<file path="config.mk">
export PLATFORM = sky130hd
export DESIGN_NAME = depth_camera_proc_config_regs
export DESIGN_NICKNAME = d
export VERILOG_FILES = /design/src/rtl/cam_cfg_pkg.sv /design/src/rtl/offset_bus_if.sv /design/src/rtl/range_offset_store.sv /design/src/rtl/depth_camera_proc_config_regs.sv
export SDC_FILE = /design/constraint.sdc
export NUM_CORES = 1
export LEC_CHECK = 0
export BUFFER_PORTS_ARGS = -buffer_cell sky130_fd_sc_hd__buf_2
export CORE_MARGIN = 2
export CORE_UTILIZATION = 25
export CTS_CLUSTER_SIZE = 30
export DETAILED_ROUTE_END_ITERATION = 16
export SLEW_MARGIN = 20
export SYNTH_ARGS = -nofsm -noshare
export SYNTH_HDL_FRONTEND = slang
export SYNTH_HIERARCHICAL = 1
export SYNTH_SLANG_ARGS = --single-unit
</file>
<file path="constraint.sdc">
create_clock -name ref_clk -period 6.1 [get_ports ref_clk]
set_input_delay 0.305 -clock ref_clk [delete_from_list [all_inputs] [get_ports ref_clk]]
set_output_delay 0.305 -clock ref_clk [all_outputs]
set_load 0.005 [all_outputs]
</file>
<file path="src/rtl/cam_cfg_pkg.sv">
// Functional notes
// sequence count sets back-to-back captures
// sequence 1 uses second integration time
// sequence 0 uses general exposure time
// sequence 1 uses second modulation frequency
// read-only update status reports one code
// bits 0,1,3,4 enable distance filters
// bits 6,7 enable wiggling and noise compensation
// bits 10,11 enable frame average, temperature
// bit 13 adds per-frequency range offset; code adds none in the cycle after a host offset read
// bit 14 sets failing pixels to one
// median iterations in bits 0 to 7
// average low byte selects kernel size
// average iterations in bits 8 to 15
// bilateral range, spatial, iteration fields
// square size gives window size squared
// frame average count in bits 0 to 7
// amplitude filter enables in bits 0 to 3
// seven offsets, one per predefined frequency
// undocumented bits ignored, read as zero
// constants shared by the register bank and its offset store
// assumes 16-bit word registers on a single register clock
package cam_cfg_pkg;
  localparam logic [15:0] addr_sequence_count = 16'h0120;
  localparam logic [15:0] addr_seq1_int_time = 16'h0121;
  localparam logic [15:0] addr_seq1_mod_freq = 16'h0128;
  localparam logic [15:0] addr_update_status = 16'h01d1;
  localparam logic [15:0] addr_dist_enables = 16'h01e0;
  localparam logic [15:0] addr_median_iter = 16'h01e1;
  localparam logic [15:0] addr_average_cfg = 16'h01e2;
  localparam logic [15:0] addr_edge_cfg = 16'h01e4;
  localparam logic [15:0] addr_slide_window = 16'h01e5;
  localparam logic [15:0] addr_edge_square = 16'h01e6;
  localparam logic [15:0] addr_frame_avg = 16'h01e7;
  localparam logic [15:0] addr_amp_enables = 16'h01e9;
  localparam logic [15:0] addr_offset_base = 16'h00c1;
  localparam int offset_count = 7;

  localparam logic [15:0] rst_sequence_count = 16'h0001;
  localparam logic [15:0] rst_seq1_int_time = 16'h05dc;
  localparam logic [15:0] rst_seq1_mod_freq = 16'h07d0;
  localparam logic [15:0] rst_update_status = 16'h0000;
  localparam logic [15:0] rst_dist_enables = 16'h28c0;
  localparam logic [15:0] rst_median_iter = 16'h0001;
  localparam logic [15:0] rst_average_cfg = 16'h0100;
  localparam logic [15:0] rst_edge_cfg = 16'h13de;
  localparam logic [15:0] rst_slide_window = 16'h0005;
  localparam logic [15:0] rst_edge_square = 16'h0003;
  localparam logic [15:0] rst_frame_avg = 16'h0002;
  localparam logic [15:0] rst_amp_enables = 16'h0000;
  localparam logic [15:0] rst_offset = 16'h0000;

  // writable-bit masks
  localparam logic [15:0] mask_dist_enables = 16'h6cdb;
  localparam logic [15:0] mask_byte = 16'h00ff;
  localparam logic [15:0] mask_six = 16'h003f;
  localparam logic [15:0] mask_amp_enables = 16'h000f;
  localparam logic [15:0] mask_full = 16'hffff;

  localparam int bit_dist_median = 0;
  localparam int bit_dist_average = 1;
  localparam int bit_dist_bilateral = 3;
  localparam int bit_dist_sliding = 4;
  localparam int bit_wiggling = 6;
  localparam int bit_phase_noise = 7;
  localparam int bit_frame_average = 10;
  localparam int bit_temperature = 11;
  localparam int bit_range_offset = 13;
  localparam int bit_plausibility = 14;

  localparam logic [7:0] kernel_3x3 = 8'h00;
  localparam logic [7:0] kernel_5x5 = 8'h01;
  localparam logic [7:0] kernel_2x2 = 8'h02;

  localparam logic [15:0] invalid_distance = 16'h0001;

  localparam logic [7:0] st_idle = 8'h00;
  localparam logic [7:0] st_out_of_memory = 8'h03;
  localparam logic [7:0] st_checksum_error = 8'h06;
  localparam logic [7:0] st_erasing = 8'h08;
  localparam logic [7:0] st_programming = 8'h09;
  localparam logic [7:0] st_erase_failed = 8'h0b;
  localparam logic [7:0] st_program_failed = 8'h0c;
  localparam logic [7:0] st_success = 8'h0e;
  localparam logic [7:0] st_header_conflict = 8'h10;
  localparam logic [7:0] st_wrong_identifier = 8'h12;
  localparam logic [7:0] st_inconsistent = 8'h14;
  localparam logic [7:0] st_in_progress = 8'h15;
  localparam logic [7:0] st_protocol_violation = 8'hff;
endpackage

</file>
<file path="src/rtl/offset_bus_if.sv">
// carrier between register bank and its offset store
// assumes a single ref_clk domain
`timescale 1ns/1ps
interface offset_bus_if;
  logic wr_en;
  logic [2:0] wr_index;
  logic [15:0] wr_data;
  logic [2:0] rd_index;
  logic [15:0] rd_data;
  modport bank (output wr_en, output wr_index, output wr_data, output rd_index, input rd_data);
  modport store (input wr_en, input wr_index, input wr_data, input rd_index, output rd_data);
endinterface

</file>
<file path="src/rtl/range_offset_store.sv">
// seven range offsets, one per predefined modulation frequency
// read data registered: answers one cycle after rd_index
`timescale 1ns/1ps
module range_offset_store
(
  input wire logic ref_clk,
  input wire logic sys_rst,
  offset_bus_if.store bus
);
  logic [15:0] mem [cam_cfg_pkg::offset_count];
  logic [15:0] next_mem [cam_cfg_pkg::offset_count];
  logic [15:0] rd_data;
  logic [15:0] next_rd_data;

  assign bus.rd_data = rd_data;

  // ==========================================
  // storage
  always_comb
  begin
    next_mem = mem;
    // one per frequency
    if (bus.wr_en && (int'(bus.wr_index) < cam_cfg_pkg::offset_count))
    begin
      next_mem[bus.wr_index] = bus.wr_data;
    end
    next_rd_data = (int'(bus.rd_index) < cam_cfg_pkg::offset_count) ? mem[bus.rd_index] : 16'h0000;
  end

  always_ff @(posedge ref_clk or posedge sys_rst)
  begin
    if (sys_rst)
    begin
      for (int i = 0; i < cam_cfg_pkg::offset_count; i++)
      begin
        mem[i] <= cam_cfg_pkg::rst_offset;
      end
      rd_data <= 16'h0000;
    end
    else
    begin
      mem <= next_mem;
      rd_data <= next_rd_data;
    end
  end
endmodule

</file>
<file path="src/rtl/depth_camera_proc_config_regs.sv">
// configuration and status register bank for the depth camera
// host access via simple addressed word port on ref_clk; capture and
// pixel pipeline logic outside consume the decoded controls
`timescale 1ns/1ps
module depth_camera_proc_config_regs
(
  input wire logic ref_clk,
  input wire logic sys_rst,
  input wire logic reg_wr,
  input wire logic reg_rd,
  input wire logic [15:0] reg_addr,
  input wire logic [15:0] reg_wdata,
  output logic [15:0] reg_rdata,
  output logic reg_rvalid,
  input wire logic [7:0] update_status_in,
  input wire logic update_status_load,
  input wire logic [15:0] exposure_duration,
  input wire logic [15:0] illumination_mod_frequency,
  input wire logic capture_start,
  output logic capture_active,
  output logic sequence_index,
  output logic [15:0] active_exposure,
  output logic [15:0] active_mod_frequency,
  input wire logic [2:0] active_freq_index,
  input wire logic [15:0] pixel_distance_in,
  input wire logic pixel_valid_in,
  input wire logic pixel_plausible_in,
  output logic [15:0] pixel_distance_out,
  output logic pixel_valid_out,
  output logic en_dist_median,
  output logic en_dist_average,
  output logic en_dist_bilateral,
  output logic en_dist_sliding,
  output logic en_wiggling,
  output logic en_phase_noise,
  output logic en_frame_average,
  output logic en_temperature,
  output logic [7:0] median_iter_count,
  output logic [7:0] average_kernel_sel,
  output logic [7:0] average_iter_count,
  output logic [5:0] edge_range_width,
  output logic [5:0] edge_spatial_width,
  output logic [3:0] edge_iter_count,
  output logic [7:0] slide_window_size,
  output logic [11:0] edge_window_pixels,
  output logic [7:0] frame_avg_count,
  output logic [3:0] amp_filter_enables
);
  typedef enum logic [1:0] {cap_idle = 2'b01, cap_run = 2'b10} cap_state_type;

  logic [15:0] sequence_count, second_sequence_integration_time, second_sequence_mod_frequency;
  logic [15:0] distance_processing_enables, median_iterations, average_kernel_config;
  logic [15:0] edge_preserving_config, sliding_average_window, edge_preserving_square_size;
  logic [15:0] frame_average_count, amplitude_processing_enables, update_status_code;
  logic [15:0] next_sequence_count, next_second_sequence_integration_time, next_second_sequence_mod_frequency;
  logic [15:0] next_distance_processing_enables, next_median_iterations, next_average_kernel_config;
  logic [15:0] next_edge_preserving_config, next_sliding_average_window, next_edge_preserving_square_size;
  logic [15:0] next_frame_average_count, next_amplitude_processing_enables, next_update_status_code;
  logic [15:0] next_reg_rdata, bank_rdata, offset_addr_diff, seq_left, next_seq_left, next_pixel_distance_out;
  logic [15:0] applied_offset;
  logic next_reg_rvalid, offset_hit, offset_hit_q, next_offset_hit_q, next_sequence_index, next_pixel_valid_out;
  cap_state_type cap_state, next_cap_state;

  offset_bus_if obus();

  range_offset_store u_store
  (
    .ref_clk(ref_clk),
    .sys_rst(sys_rst),
    .bus(obus.store)
  );

  assign offset_addr_diff = reg_addr - cam_cfg_pkg::addr_offset_base;
  assign offset_hit = (reg_addr >= cam_cfg_pkg::addr_offset_base) && (offset_addr_diff < 16'(cam_cfg_pkg::offset_count));

  // ==========================================
  // register writes
  always_comb
  begin
    next_sequence_count = sequence_count;
    next_second_sequence_integration_time = second_sequence_integration_time;
    next_second_sequence_mod_frequency = second_sequence_mod_frequency;
    next_distance_processing_enables = distance_processing_enables;
    next_median_iterations = median_iterations;
    next_average_kernel_config = average_kernel_config;
    next_edge_preserving_config = edge_preserving_config;
    next_sliding_average_window = sliding_average_window;
    next_edge_preserving_square_size = edge_preserving_square_size;
    next_frame_average_count = frame_average_count;
    next_amplitude_processing_enables = amplitude_processing_enables;
    next_update_status_code = update_status_code;
    // status from updater only
    if (update_status_load)
      next_update_status_code = {8'h00, update_status_in};
    if (reg_wr)
    begin
      // masks drop undocumented bits
      case (reg_addr)
        cam_cfg_pkg::addr_sequence_count: next_sequence_count = reg_wdata;
        cam_cfg_pkg::addr_seq1_int_time: next_second_sequence_integration_time = reg_wdata;
        cam_cfg_pkg::addr_seq1_mod_freq: next_second_sequence_mod_frequency = reg_wdata;
        cam_cfg_pkg::addr_dist_enables: next_distance_processing_enables = reg_wdata & cam_cfg_pkg::mask_dist_enables;
        cam_cfg_pkg::addr_median_iter: next_median_iterations = reg_wdata & cam_cfg_pkg::mask_byte;
        cam_cfg_pkg::addr_average_cfg: next_average_kernel_config = reg_wdata & cam_cfg_pkg::mask_full;
        cam_cfg_pkg::addr_edge_cfg: next_edge_preserving_config = reg_wdata & cam_cfg_pkg::mask_full;
        cam_cfg_pkg::addr_slide_window: next_sliding_average_window = reg_wdata & cam_cfg_pkg::mask_byte;
        cam_cfg_pkg::addr_edge_square: next_edge_preserving_square_size = reg_wdata & cam_cfg_pkg::mask_six;
        cam_cfg_pkg::addr_frame_avg: next_frame_average_count = reg_wdata & cam_cfg_pkg::mask_byte;
        cam_cfg_pkg::addr_amp_enables: next_amplitude_processing_enables = reg_wdata & cam_cfg_pkg::mask_amp_enables;
        default: ;
      endcase
    end
  end

  always_ff @(posedge ref_clk or posedge sys_rst)
  begin
    if (sys_rst)
    begin
      sequence_count <= cam_cfg_pkg::rst_sequence_count;
      second_sequence_integration_time <= cam_cfg_pkg::rst_seq1_int_time;
      second_sequence_mod_frequency <= cam_cfg_pkg::rst_seq1_mod_freq;
      distance_processing_enables <= cam_cfg_pkg::rst_dist_enables;
      median_iterations <= cam_cfg_pkg::rst_median_iter;
      average_kernel_config <= cam_cfg_pkg::rst_average_cfg;
      edge_preserving_config <= cam_cfg_pkg::rst_edge_cfg;
      sliding_average_window <= cam_cfg_pkg::rst_slide_window;
      edge_preserving_square_size <= cam_cfg_pkg::rst_edge_square;
      frame_average_count <= cam_cfg_pkg::rst_frame_avg;
      amplitude_processing_enables <= cam_cfg_pkg::rst_amp_enables;
      update_status_code <= cam_cfg_pkg::rst_update_status;
    end
    else
    begin
      sequence_count <= next_sequence_count;
      second_sequence_integration_time <= next_second_sequence_integration_time;
      second_sequence_mod_frequency <= next_second_sequence_mod_frequency;
      distance_processing_enables <= next_distance_processing_enables;
      median_iterations <= next_median_iterations;
      average_kernel_config <= next_average_kernel_config;
      edge_preserving_config <= next_edge_preserving_config;
      sliding_average_window <= next_sliding_average_window;
      edge_preserving_square_size <= next_edge_preserving_square_size;
      frame_average_count <= next_frame_average_count;
      amplitude_processing_enables <= next_amplitude_processing_enables;
      update_status_code <= next_update_status_code;
    end
  end

  // offset store port
  assign obus.wr_en = reg_wr && offset_hit;
  assign obus.wr_index = offset_addr_diff[2:0];
  assign obus.wr_data = reg_wdata;
  assign obus.rd_index = (reg_rd && offset_hit) ? offset_addr_diff[2:0] : active_freq_index;

  // ==========================================
  // register reads, one cycle latency
  always_comb
  begin
    next_reg_rdata = 16'h0000;
    next_reg_rvalid = reg_rd;
    next_offset_hit_q = reg_rd && offset_hit;
    if (reg_rd)
    begin
      case (reg_addr)
        cam_cfg_pkg::addr_sequence_count: next_reg_rdata = sequence_count;
        cam_cfg_pkg::addr_seq1_int_time: next_reg_rdata = second_sequence_integration_time;
        cam_cfg_pkg::addr_seq1_mod_freq: next_reg_rdata = second_sequence_mod_frequency;
        cam_cfg_pkg::addr_update_status: next_reg_rdata = update_status_code;
        cam_cfg_pkg::addr_dist_enables: next_reg_rdata = distance_processing_enables;
        cam_cfg_pkg::addr_median_iter: next_reg_rdata = median_iterations;
        cam_cfg_pkg::addr_average_cfg: next_reg_rdata = average_kernel_config;
        cam_cfg_pkg::addr_edge_cfg: next_reg_rdata = edge_preserving_config;
        cam_cfg_pkg::addr_slide_window: next_reg_rdata = sliding_average_window;
        cam_cfg_pkg::addr_edge_square: next_reg_rdata = edge_preserving_square_size;
        cam_cfg_pkg::addr_frame_avg: next_reg_rdata = frame_average_count;
        cam_cfg_pkg::addr_amp_enables: next_reg_rdata = amplitude_processing_enables;
        default: next_reg_rdata = 16'h0000;
      endcase
    end
  end

  always_ff @(posedge ref_clk or posedge sys_rst)
  begin
    if (sys_rst)
    begin
      bank_rdata <= 16'h0000;
      reg_rvalid <= 1'b0;
      offset_hit_q <= 1'b0;
    end
    else
    begin
      bank_rdata <= next_reg_rdata;
      reg_rvalid <= next_reg_rvalid;
      offset_hit_q <= next_offset_hit_q;
    end
  end
  assign reg_rdata = offset_hit_q ? obus.rd_data : bank_rdata;

  // ==========================================
  // capture sequencing
  always_comb
  begin
    next_cap_state = cap_state;
    next_seq_left = seq_left;
    next_sequence_index = sequence_index;
    case (cap_state)
      cap_idle:
        if (capture_start && (sequence_count != 16'h0000))
        begin
          next_cap_state = cap_run;
          next_seq_left = sequence_count - 16'h0001;
          next_sequence_index = 1'b0;
        end
      // no wait between sequences
      cap_run:
        if (seq_left != 16'h0000)
        begin
          next_seq_left = seq_left - 16'h0001;
          next_sequence_index = 1'b1;
        end
        else
        begin
          next_cap_state = cap_idle;
          next_sequence_index = 1'b0;
        end
      default: next_cap_state = cap_idle;
    endcase
  end

  always_ff @(posedge ref_clk or posedge sys_rst)
  begin
    if (sys_rst)
    begin
      cap_state <= cap_idle;
      seq_left <= 16'h0000;
      sequence_index <= 1'b0;
    end
    else
    begin
      cap_state <= next_cap_state;
      seq_left <= next_seq_left;
      sequence_index <= next_sequence_index;
    end
  end

  assign capture_active = (cap_state == cap_run);
  // second integration time
  // sequence 0 general time
  assign active_exposure = sequence_index ? second_sequence_integration_time : exposure_duration;
  // second modulation frequency
  assign active_mod_frequency = sequence_index ? second_sequence_mod_frequency : illumination_mod_frequency;

  // ==========================================
  // pixel correction stage
  // host offset reads borrow the store port for one cycle; pixel data then skip the offset
  assign applied_offset = offset_hit_q ? 16'h0000 : obus.rd_data;
  always_comb
  begin
    next_pixel_valid_out = pixel_valid_in;
    next_pixel_distance_out = pixel_distance_in;
    // add range offset
    if (distance_processing_enables[cam_cfg_pkg::bit_range_offset])
      next_pixel_distance_out = 16'(pixel_distance_in + applied_offset);
    // failed pixels set to one
    if (distance_processing_enables[cam_cfg_pkg::bit_plausibility] && !pixel_plausible_in)
      next_pixel_distance_out = cam_cfg_pkg::invalid_distance;
  end

  always_ff @(posedge ref_clk or posedge sys_rst)
  begin
    if (sys_rst)
    begin
      pixel_distance_out <= 16'h0000;
      pixel_valid_out <= 1'b0;
    end
    else
    begin
      pixel_distance_out <= next_pixel_distance_out;
      pixel_valid_out <= next_pixel_valid_out;
    end
  end

  // ==========================================
  // decoded controls
  // distance filter enables
  assign en_dist_median = distance_processing_enables[cam_cfg_pkg::bit_dist_median];
  assign en_dist_average = distance_processing_enables[cam_cfg_pkg::bit_dist_average];
  assign en_dist_bilateral = distance_processing_enables[cam_cfg_pkg::bit_dist_bilateral];
  assign en_dist_sliding = distance_processing_enables[cam_cfg_pkg::bit_dist_sliding];
  // compensation enables
  assign en_wiggling = distance_processing_enables[cam_cfg_pkg::bit_wiggling];
  assign en_phase_noise = distance_processing_enables[cam_cfg_pkg::bit_phase_noise];
  // frame and temperature
  assign en_frame_average = distance_processing_enables[cam_cfg_pkg::bit_frame_average];
  assign en_temperature = distance_processing_enables[cam_cfg_pkg::bit_temperature];
  // median iteration field
  assign median_iter_count = median_iterations[7:0];
  // kernel select byte
  assign average_kernel_sel = average_kernel_config[7:0];
  // average iteration field
  assign average_iter_count = average_kernel_config[15:8];
  // bilateral fields
  assign edge_range_width = edge_preserving_config[5:0];
  assign edge_spatial_width = edge_preserving_config[11:6];
  assign edge_iter_count = edge_preserving_config[15:12];
  assign slide_window_size = sliding_average_window[7:0];
  // window is square squared
  assign edge_window_pixels = 12'(edge_preserving_square_size[5:0] * edge_preserving_square_size[5:0]);
  // frame count field
  assign frame_avg_count = frame_average_count[7:0];
  // amplitude filter enables
  assign amp_filter_enables = amplitude_processing_enables[3:0];
endmodule

</file>
# After elaboration in Yosys (flattened, before gate mapping)
# Cells that the tools add are included.
[classes] n_mul=1 muxes=25 bitwise_logic=2 n_eq_ne=17 magnitude_cmp=7 reduce_logical=25 addsub=4
[op_table] cell="16-bit two-way mux" count=13
[op_table] cell="16-bit by 9-bit equality test with 1-bit output (second input constant)" count=12
[op_table] cell="16-bit one-hot mux with 12 select lines" count=1
[op_table] cell="112-bit bitwise mux" count=1
[op_table] cell="16-bit binary-select mux with 3-bit select" count=1
[op_table] cell="16-bit demux with 3-bit select" count=1
[op_table] cell="16-bit one-hot mux with 2 select lines" count=1
[op_table] cell="16-bit nonzero test" count=2
[op_table] cell="16-bit by 1-bit subtractor with 16-bit output (second input constant)" count=2
[op_table] cell="2-bit AND reduction" count=13
[op_table] cell="16-bit adder" count=1
[op_table] cell="16-bit by 8-bit >= comparator with 1-bit output (second input constant)" count=1
[op_table] cell="16-bit by 3-bit < comparator with 1-bit output (second input constant)" count=1
[op_table] cell="16-bit by 8-bit subtractor with 16-bit output (second input constant)" count=1
[op_table] cell="6-bit by 6-bit multiplier with 12-bit output" count=1
[op_table] cell="4-bit >= comparator (second input constant)" count=2
[op_table] cell="3-bit inverter with 4-bit output" count=2
[op_table] cell="1-bit logical AND" count=7
[op_table] cell="3-bit < comparator (second input constant)" count=2
[op_table] cell="4-bit by 1-bit < comparator with 1-bit output (second input constant)" count=1
[op_table] cell="2-bit two-way mux" count=2
[op_table] cell="2-bit != test (second input constant)" count=2
[op_table] cell="2-bit one-hot mux with 2 select lines" count=1
[op_table] cell="3-bit two-way mux" count=1
[op_table] cell="8 further kinds" count=9
[totals] out_inout_bits=148 word_cells=109 register_bits=314

# Logic depth before layout (Yosys ltp)
# Gate-level depths: netlist of the first run.
[depth] ltp_word=10 ltp_mapped=15 depth_no_buf=15

# By module
# The synthesis of the first run kept the hierarchy.
[modules_own_cells] module="depth_camera_proc_config_regs" n_inst=1 cells_per_inst=1008 seq_area_each_um2=4698.3 area_per_inst_um2=11028.1
[modules_own_cells] module="range_offset_store" n_inst=1 cells_per_inst=388 seq_area_each_um2=3203.1 area_per_inst_um2=5637.9

# Worst setup path after synthesis of the first run
# No wires, ideal clock.
[synth_path] path_type="register -> output" start="register edge_preserving_square_size[3]" end="output edge_window_pixels[10]" arrival_ps=3987 stages_incl_launch_ff=16 t_required_ps=5795 path_slack_ps=1808 cell_sequence="dfrtp_1 clkbuf_1 inv_1 nor2_1 fa_1 inv_1 fa_1 fa_1 inv_1 ha_1 and3b_1 o21a_1 o21ai_0 a21boi_0 or4b_2 o2111ai_1"
[synth_between] elab_chain_cells=1
[synth_rtl] element="from (decl)" line_no="depth_camera_proc_config_regs.sv:53" source="logic [15:0] edge_preserving_config, sliding_average_window, edge_preserving_square_size;"
[synth_rtl] element="from (signal assigned)" line_no="depth_camera_proc_config_regs.sv:127" source="edge_preserving_square_size <= cam_cfg_pkg::rst_edge_square;"
[synth_rtl] element="from (signal assigned)" line_no="depth_camera_proc_config_regs.sv:142" source="edge_preserving_square_size <= next_edge_preserving_square_size;"
[synth_rtl] element="6-bit by 6-bit multiplier with 12-bit output" line_no="depth_camera_proc_config_regs.sv:308" source="assign edge_window_pixels = 12'(edge_preserving_square_size[5:0] * edge_preserving_square_size[5:0]);"
[synth_rtl] element="to (decl)" line_no="depth_camera_proc_config_regs.sv:45" source="output logic [11:0] edge_window_pixels,"
# No other way between the ends.

# Worst setup path in the final report of the first run
[layout_path] start="register edge_preserving_square_size[5]" end="output edge_window_pixels[10]"
# Same word-level chain as after synthesis.

==> results of run 1 <==
worst reg2reg max path, stage by stage (launching register included):
cell and delay, ns:
dfrtp_1 1.00, nor2b_1 0.24, ha_1 0.29, fa_1 0.43, a211oi_1 0.35, o21ai_0 0.22, a41oi_1 0.46, o21ai_0 0.21
and3_1 0.21, nor3_1 0.19
cells in the final DEF, fill, tap and decap left out, types with 16 or more instances in the layout:
| master | instances |
|---|---|
| nor2b_1 | 31 |
| clkbuf_16 | 31 |
| a21oi_1 | 47 |
| dfstp_2 | 35 |
| inv_1 | 34 |
| buf_2 | 245 |
| nor2_1 | 40 |
| mux2i_1 | 67 |
| o21ai_0 | 31 |
| ha_1 | 35 |
| and2_1 | 17 |
| mux2_2 | 287 |
| a22o_1 | 22 |
| xnor2_1 | 16 |
| a22oi_1 | 16 |
| nand2_1 | 78 |
| a31oi_1 | 26 |
| nor3_1 | 27 |
| dfrtp_1 | 279 |
| or2_2 | 16 |
synth_stat cells, types with 22 or more instances:
library cell  instances
a22o_1               22
mux2_2              287
mux2i_1              67
inv_1                36
nor3_1               27
a31oi_1              26
o21ai_0              31
dfstp_2              35
nand2_1              78
clkbuf_1             44
dfrtp_1             279
a21oi_1              47
nor2b_1              31
ha_1                 35
nor2_1               40
cell families after synthesis:
| group | Yosys count |
|---|---|
| mux | 364 |
| flops | 314 |
| simple gates | 300 |
| compound gates | 230 |
| buf+inv | 115 |
| fa+ha+maj | 44 |
| xor+xnor | 28 |
| other cells | 1 |
per-layer routing:
metal,vias up,GRT usage,routed length [um]
met4,2,0.0240,704
met5,-,0,12
met1,6455,0.210,23800
li1,5601,-,-
met2,504,0.248,24700
met3,52,0.0395,4830
state kept, by name, summed over array words and instances (netlist names):
signal,count
reg_rvalid,1
median_iterations,8
amplitude_processing_enables,4
frame_average_count,8
cap_state,2
second_sequence_mod_frequency,16
pixel_distance_out,16
bank_rdata,16
u_store/mem,112
sequence_count,16
offset_hit_q,1
average_kernel_config,16
distance_processing_enables,10
sequence_index,1
pixel_valid_out,1
edge_preserving_square_size,6
seq_left,16
edge_preserving_config,16
update_status_code,8
u_store/bus.rd_data,16
second_sequence_integration_time,16
sliding_average_window,8
power breakdown:
part / switching [mW] / total, mW / internal [mW]
clock: 0.859 / 1.96 / 1.10
sequential: 0.105 / 2.28 / 2.18
combinational: 0.690 / 1.18 / 0.487
total: 1.65 / 5.42 / 3.76
per-stage QoR:
step,worst slack [ns],utilization
2_1_floorplan,0.796,-
3_3_place_gp,1.53,0.284
3_5_place_dp,1.50,0.284
4_1_cts,0.854,0.302
5_1_grt,0.626,0.302
6_report,0.891,0.302
how the worst min path moves through the flow:
stage | from | to | cells past startpoint
3_3_place_gp | pixel_valid_in | pixel_valid_out | 1
3_5_place_dp | pixel_valid_in | pixel_valid_out | 1
2_1_floorplan | pixel_valid_in | pixel_valid_out | 0
6_report | pixel_distance_in[0] | pixel_distance_out[0] | 3
5_1_grt | pixel_distance_in[2] | pixel_distance_out[2] | 3
4_1_cts | pixel_distance_in[6] | pixel_distance_out[6] | 3
what timing repair did:
| item | in CTS | in global routing |
|---|---|---|
| endpoints found under the hold margin | 123 | 0 |
| endpoints found under the setup margin | 0 | 0 |
| hold buffers | 15 | 0 |
cell type report:
type	count	area, sq um	area share
Timing Repair Buffer	272	1470	0.0738
Clock buffer	40	880	0.0442
Inverter	37	149	0.00749
Sequential cell	314	7900	0.397
Antenna cell	1	2.50	0.000126
Multi-Input combinational cell	967	8260	0.415
Tap cell	864	1080	0.0544
Clock inverter	16	145	0.00730
==> impl_metrics.csv, run 1 <==
group,metric,value,unit
outcome,run_status,"completed",
logic_synthesis,avgSynthCellArea,11.9,sq um
sta,max_freq,192,MHz
floorplanning,fp.dieH,262,um
flow_run,maxCapViolations,0,
floorplanning,fp.dieW,262,um
routing,drt_iter0_markers,1237,
critical_path,crit_fanout,8,
routing,drt-total-wl,54100,um
critical_path,r2r_cells,9,
routing,wl_per_cell,21.5,um
global_routing,grt_max_degree,131,
final_layout,finalNonFillerCells,2511,
critical_path,crit_path_end_kind,"primary output",
critical_path,rr_startpoint,"offset_hit_q",
power_and_ir_drop,ir_worst_vdd,0.000257,V
placement,dpl_cell_area,0.0187,sq mm
sta,hold_viol,0,
cts,clock-sinks,314,
sta,max_slew_margin,0.229,
global_routing,grt_pass1_wl,79800,um
cts,cts-buffers-inserted,30,
floorplanning,core,0.0659,sq mm
cts,clk_pin_slew_worst_paths,0.07,ns
logic_synthesis,synth_compound_area_frac,0.0980,
critical_path,cp_num_cells,14,
critical_path,r2r_setup_slack,2.43,ns
logic_synthesis,synth-async-reset-ratio,1.00,
logic_synthesis,synth_fa_ha_area_frac,0.0371,
routing,drcViolationCount,0,
logic_synthesis,yosys_warnings,6,
sta,slew_viol_final,0,
logic_synthesis,ys_seq_elements,314,
critical_path,cp_cell_sequence,"and2_1 > fa_1 > inv_1 > fa_1 > fa_1 > inv_1 > ha_1 > and3b_1 > o21a_1 > o21ai_0 > a21boi_0 > or4b_2 > o2111ai_1 > buf_2",
logic_synthesis,synthMuxAreaShare,0.243,
global_routing,grt-ovfl-total,0,
sta,setup_viol,0,
logic_synthesis,yosysSeqAreaShare,0.474,
placement,numPlacedInstances,2439,
critical_path,crit_end,"edge_window_pixels[10]",
critical_path,cp_slowest_cell,"or4b_2",
logic_synthesis,synthTopCellsByArea,"dfrtp_1 42%, mux2_2 19%, dfstp_2 5.5%",
cts,cts_htree_levels,1,
final_layout,area_growth,19.3,%
sta,whs,0.0409,ns
logic_synthesis,synth_area_leader_cell,"dfrtp_1",
critical_path,cp_data_arrival_time,4.90,ns
logic_synthesis,synth_top_family_by_area,"multiplexers",
critical_path,cp_data_required_time,5.79,ns
floorplanning,initial_core_util,0.253,
worst_hold_path,hold_path_class,"input port to register",
logic_synthesis,synth_nets,1539,
sta,worst_pin_slew,1.16,ns
placement,port_buffers,245,
floorplanning,pin_count,247,
final_layout,nNetsFinal,1765,
critical_path,critical_path_class,"register to primary output",
routing,ant_nets,0,
power_and_ir_drop,power_leakage,9.55,nW
critical_path,cp_top_family,"adder cells",
logic_synthesis,synthSimpleGateAreaFrac,0.102,
cts,max-clock-path-buffers,3,
critical_path,cpPeakStageDelay,0.63,ns
final_layout,drive_above_1_share,0.414,
power_and_ir_drop,p_per_area,272,mW/mm^2
cts,clk_latency,0.58,ns
floorplanning,die_area,0.0687,sq mm
power_and_ir_drop,power,5.42,mW
global_routing,antenna_found_initial,1,
logic_synthesis,synth_xor_area_frac,0.0147,
sta,fin_tns_setup,0,ns
placement,gp_congestion,0.895,
cts,post_cts_buffers,0,
global_routing,grt_usage,0.153,
sta,post-route-period-util,0.854,
global_routing,first_global_vias,12400,
logic_synthesis,syn_area,0.0167,sq mm
critical_path,r2r_end,"pixel_distance_out[12]",
critical_path,start_kind,"register",
critical_path,path_buf_inv,3,
logic_synthesis,synthCells,1396,
logic_synthesis,synth_top_area_share,0.419,
sta,finalCriticalPeriod,5.21,ns
sta,rsz0062_at_grt,"false",
critical_path,cp-startpoint,"edge_preserving_square_size[5]",
placement,dpl.hpwl,39800,um
routing,firstDrtPassIters,6,
sta,clock_skew,0.0138,ns
final_layout,fillers,6755,
floorplanning,rows,94,
logic_synthesis,ys.flop_type,"dfrtp_1",
final_layout,design_area,0.0199,sq mm
routing,vias,12600,
cts,cts_tree,"built",
cts,cts_root_buffer,"clkbuf_16",
logic_synthesis,yosysUniqueCellTypes,82,
routing,post_drt_via_cell_ratio,5.02,
logic_synthesis,synth_edf_count,0,
cts,ctsResizeCount,0,
critical_path,crit_top_cell,"fa_1",
No activity file was read; power rests on OpenSTA's default activity.
==> run 2, diff against run 1 <==
--- a/config.mk
+++ b/config.mk
@@ -9,4 +9,5 @@
 export CORE_MARGIN = 2
 export CORE_UTILIZATION = 25
+export CTS_BUF_LIST = sky130_fd_sc_hd__clkbuf_16
 export CTS_CLUSTER_SIZE = 30
 export DETAILED_ROUTE_END_ITERATION = 16
==> constraint.sdc (replaced) <==
create_clock -name ref_clk -period 6.1 [get_ports ref_clk]
set_input_delay 0.305 -clock ref_clk [delete_from_list [all_inputs] [get_ports ref_clk]]
set_output_delay 0.305 -clock ref_clk [all_outputs]
set_load 0.1 [all_outputs]
==> run 2 against run 1 <==
Clock power fell by 3%. Global-route usage hardly changed. Critical path depth unchanged. Critical path type unchanged.
==> impl_metrics.csv, run 2 (synthesis gave the netlist of run 1 again) <==
group,metric,value,unit
outcome,run_status,"completed",
routing,drt-total-wl,53900,um
routing,ant_nets,0,
floorplanning,fp.dieH,262,um
routing,wl_per_cell,21.4,um
cts,clock-sinks,314,
sta,setup_viol,0,
global_routing,antenna_found_initial,3,
critical_path,cp_slowest_cell,"or4b_2",
sta,clock_skew,0.0298,ns
final_layout,largest_register,"u_store/mem",
final_layout,final_common_cell,"mux2_2",
routing,firstDrtPassIters,6,
critical_path,crit_top_cell,"fa_1",
placement,gp_congestion,0.895,
routing,drcViolationCount,0,
cts,max-clock-path-buffers,3,
sta,worst_pin_slew,1.19,ns
floorplanning,fp.dieW,262,um
critical_path,crit_fanout,8,
sta,finalCriticalPeriod,5.52,ns
cts,ctsResizeCount,0,
critical_path,crit_path_end_kind,"primary output",
power_and_ir_drop,power,5.82,mW
final_layout,nNetsFinal,1768,
final_layout,largest_register_ffs,112,
sta,max_freq,181,MHz
floorplanning,die_area,0.0687,sq mm
floorplanning,initial_core_util,0.253,
floorplanning,core,0.0659,sq mm
global_routing,grt_usage,0.154,
final_layout,drive_above_1_share,0.408,
floorplanning,rows,94,
placement,port_buffers,245,
sta,rsz0062_at_grt,"false",
sta,hold_viol,0,
sta,max_slew_margin,0.206,
critical_path,cp_data_required_time,5.79,ns
cts,cts_htree_levels,1,
global_routing,grt_pass1_wl,80000,um
flow_run,maxCapViolations,0,
power_and_ir_drop,power_leakage,9.54,nW
critical_path,cp_top_family,"adder cells",
global_routing,first_global_vias,12600,
final_layout,postLayoutCoreUtil,0.302,
critical_path,cp_cell_sequence,"and2_1 > fa_1 > inv_1 > fa_1 > fa_1 > inv_1 > ha_1 > and3b_1 > o21a_1 > o21ai_0 > a21boi_0 > or4b_2 > o2111ai_1 > buf_2",
power_and_ir_drop,p_per_area,293,mW/mm^2
routing,post_drt_via_cell_ratio,4.98,
cts,cts-buffers-inserted,30,
routing,vias,12500,
routing,drt_iter0_markers,1051,
cts,clk_pin_slew_worst_paths,0.07,ns
sta,slew_viol_final,0,
power_and_ir_drop,ir_worst_vdd,0.000212,V
critical_path,path_buf_inv,3,
cts,cts_root_buffer,"clkbuf_16",
critical_path,start_kind,"register",
sta,fin_tns_setup,0,ns
sta,post-route-period-util,0.906,
global_routing,grt-ovfl-total,0,
critical_path,cp_data_arrival_time,5.22,ns
final_layout,area_growth,19.2,%
final_layout,mostFrequentLayoutCells,"286 x mux2_2, 279 x dfrtp_1, 245 x buf_2",
cts,clk_latency,0.60,ns
floorplanning,pin_count,247,
critical_path,critical_path_class,"register to primary output",
placement,dpl.hpwl,39600,um
global_routing,grt_max_degree,118,
cts,cts_tree,"built",
worst_hold_path,hold_path_class,"input port to register",
critical_path,cpPeakStageDelay,0.63,ns
==> run 2: final cells by class <==
cell class | count | area (sq um)
Tap cell | 864 | 1080
Sequential cell | 314 | 7900
Clock buffer | 30 | 751
Fill cell | 6731 | 46000
Timing Repair Buffer | 275 | 1490
Clock inverter | 26 | 219
Antenna cell | 3 | 7.51
Inverter | 37 | 149
Multi-Input combinational cell | 967 | 8260
==> run 2: worst register-to-register path, stage by stage, from the launching register on <==
cell      delay [ns]
dfstp_2         0.53
inv_1           0.05
ha_1            0.19
buf_4           0.23
mux2i_1         0.25
ha_1            0.29
o221ai_1        0.41
nor4_1          0.96
a21boi_0        0.23
a21oi_1         0.18
o221ai_1        0.14
==> run 2: final timing paths <==
| check | from | endpoint | slack [ns] | cells past startpoint |
|---|---|---|---|---|
| setup / recovery | edge_preserving_square_size[5] | edge_window_pixels[10] | 0.58 | 14 |
| hold / removal | pixel_distance_in[3] | pixel_distance_out[3] | 0.03 | 3 |
| setup reg to reg | cap_state[0] | seq_left[14] | 2.51 | 10 |
| hold reg to reg | u_store/mem[63] | u_store/mem[63] | 0.50 | 1 |
| max in group asynchronous | sys_rst | pixel_distance_out[12] | 4.12 | 4 |
| min in group asynchronous | sys_rst | u_store/mem[6] | 0.51 | 3 |
==> run 2: timing repair <==
| action | CTS | global route |
|---|---|---|
| hold buffers | 17 | 0 |
| setup buffers | 0 | 0 |
| hold endpoints to repair | 168 | 0 |
==> run 2: per-layer routing <==
| layer | track usage | share of wire | vias to the layer above |
|---|---|---|---|
| met1 | 0.209 | 0.44 | 6337 |
| met2 | 0.245 | 0.45 | 522 |
| met4 | 0.0293 | 0.018 | 2 |
| li1 | - | - | 5616 |
| met3 | 0.0431 | 0.092 | 56 |
| met5 | 0 | 0.00024 | - |
==> run 2: report_power, final <==
| part | switching, mW | internal [mW] | total [mW] |
|---|---|---|---|
| registers | 0.103 | 2.18 | 2.28 |
| clock network | 0.871 | 1.02 | 1.90 |
| logic | 1.16 | 0.489 | 1.65 |
| total | 2.13 | 3.69 | 5.82 |
==> run 2: per-stage QoR <==
stage               cells  hold WS, ns  setup slack, ns  cell area [sq um]
global placement     2440        0.415             1.21              18700
finish               2516       0.0341            0.575              19900
floorplan            1396        0.336            0.796              16700
global route         2513       0.0110            0.337              19900
CTS                  2513      0.00588            0.520              19900
detailed placement   2440        0.415             1.16              18700
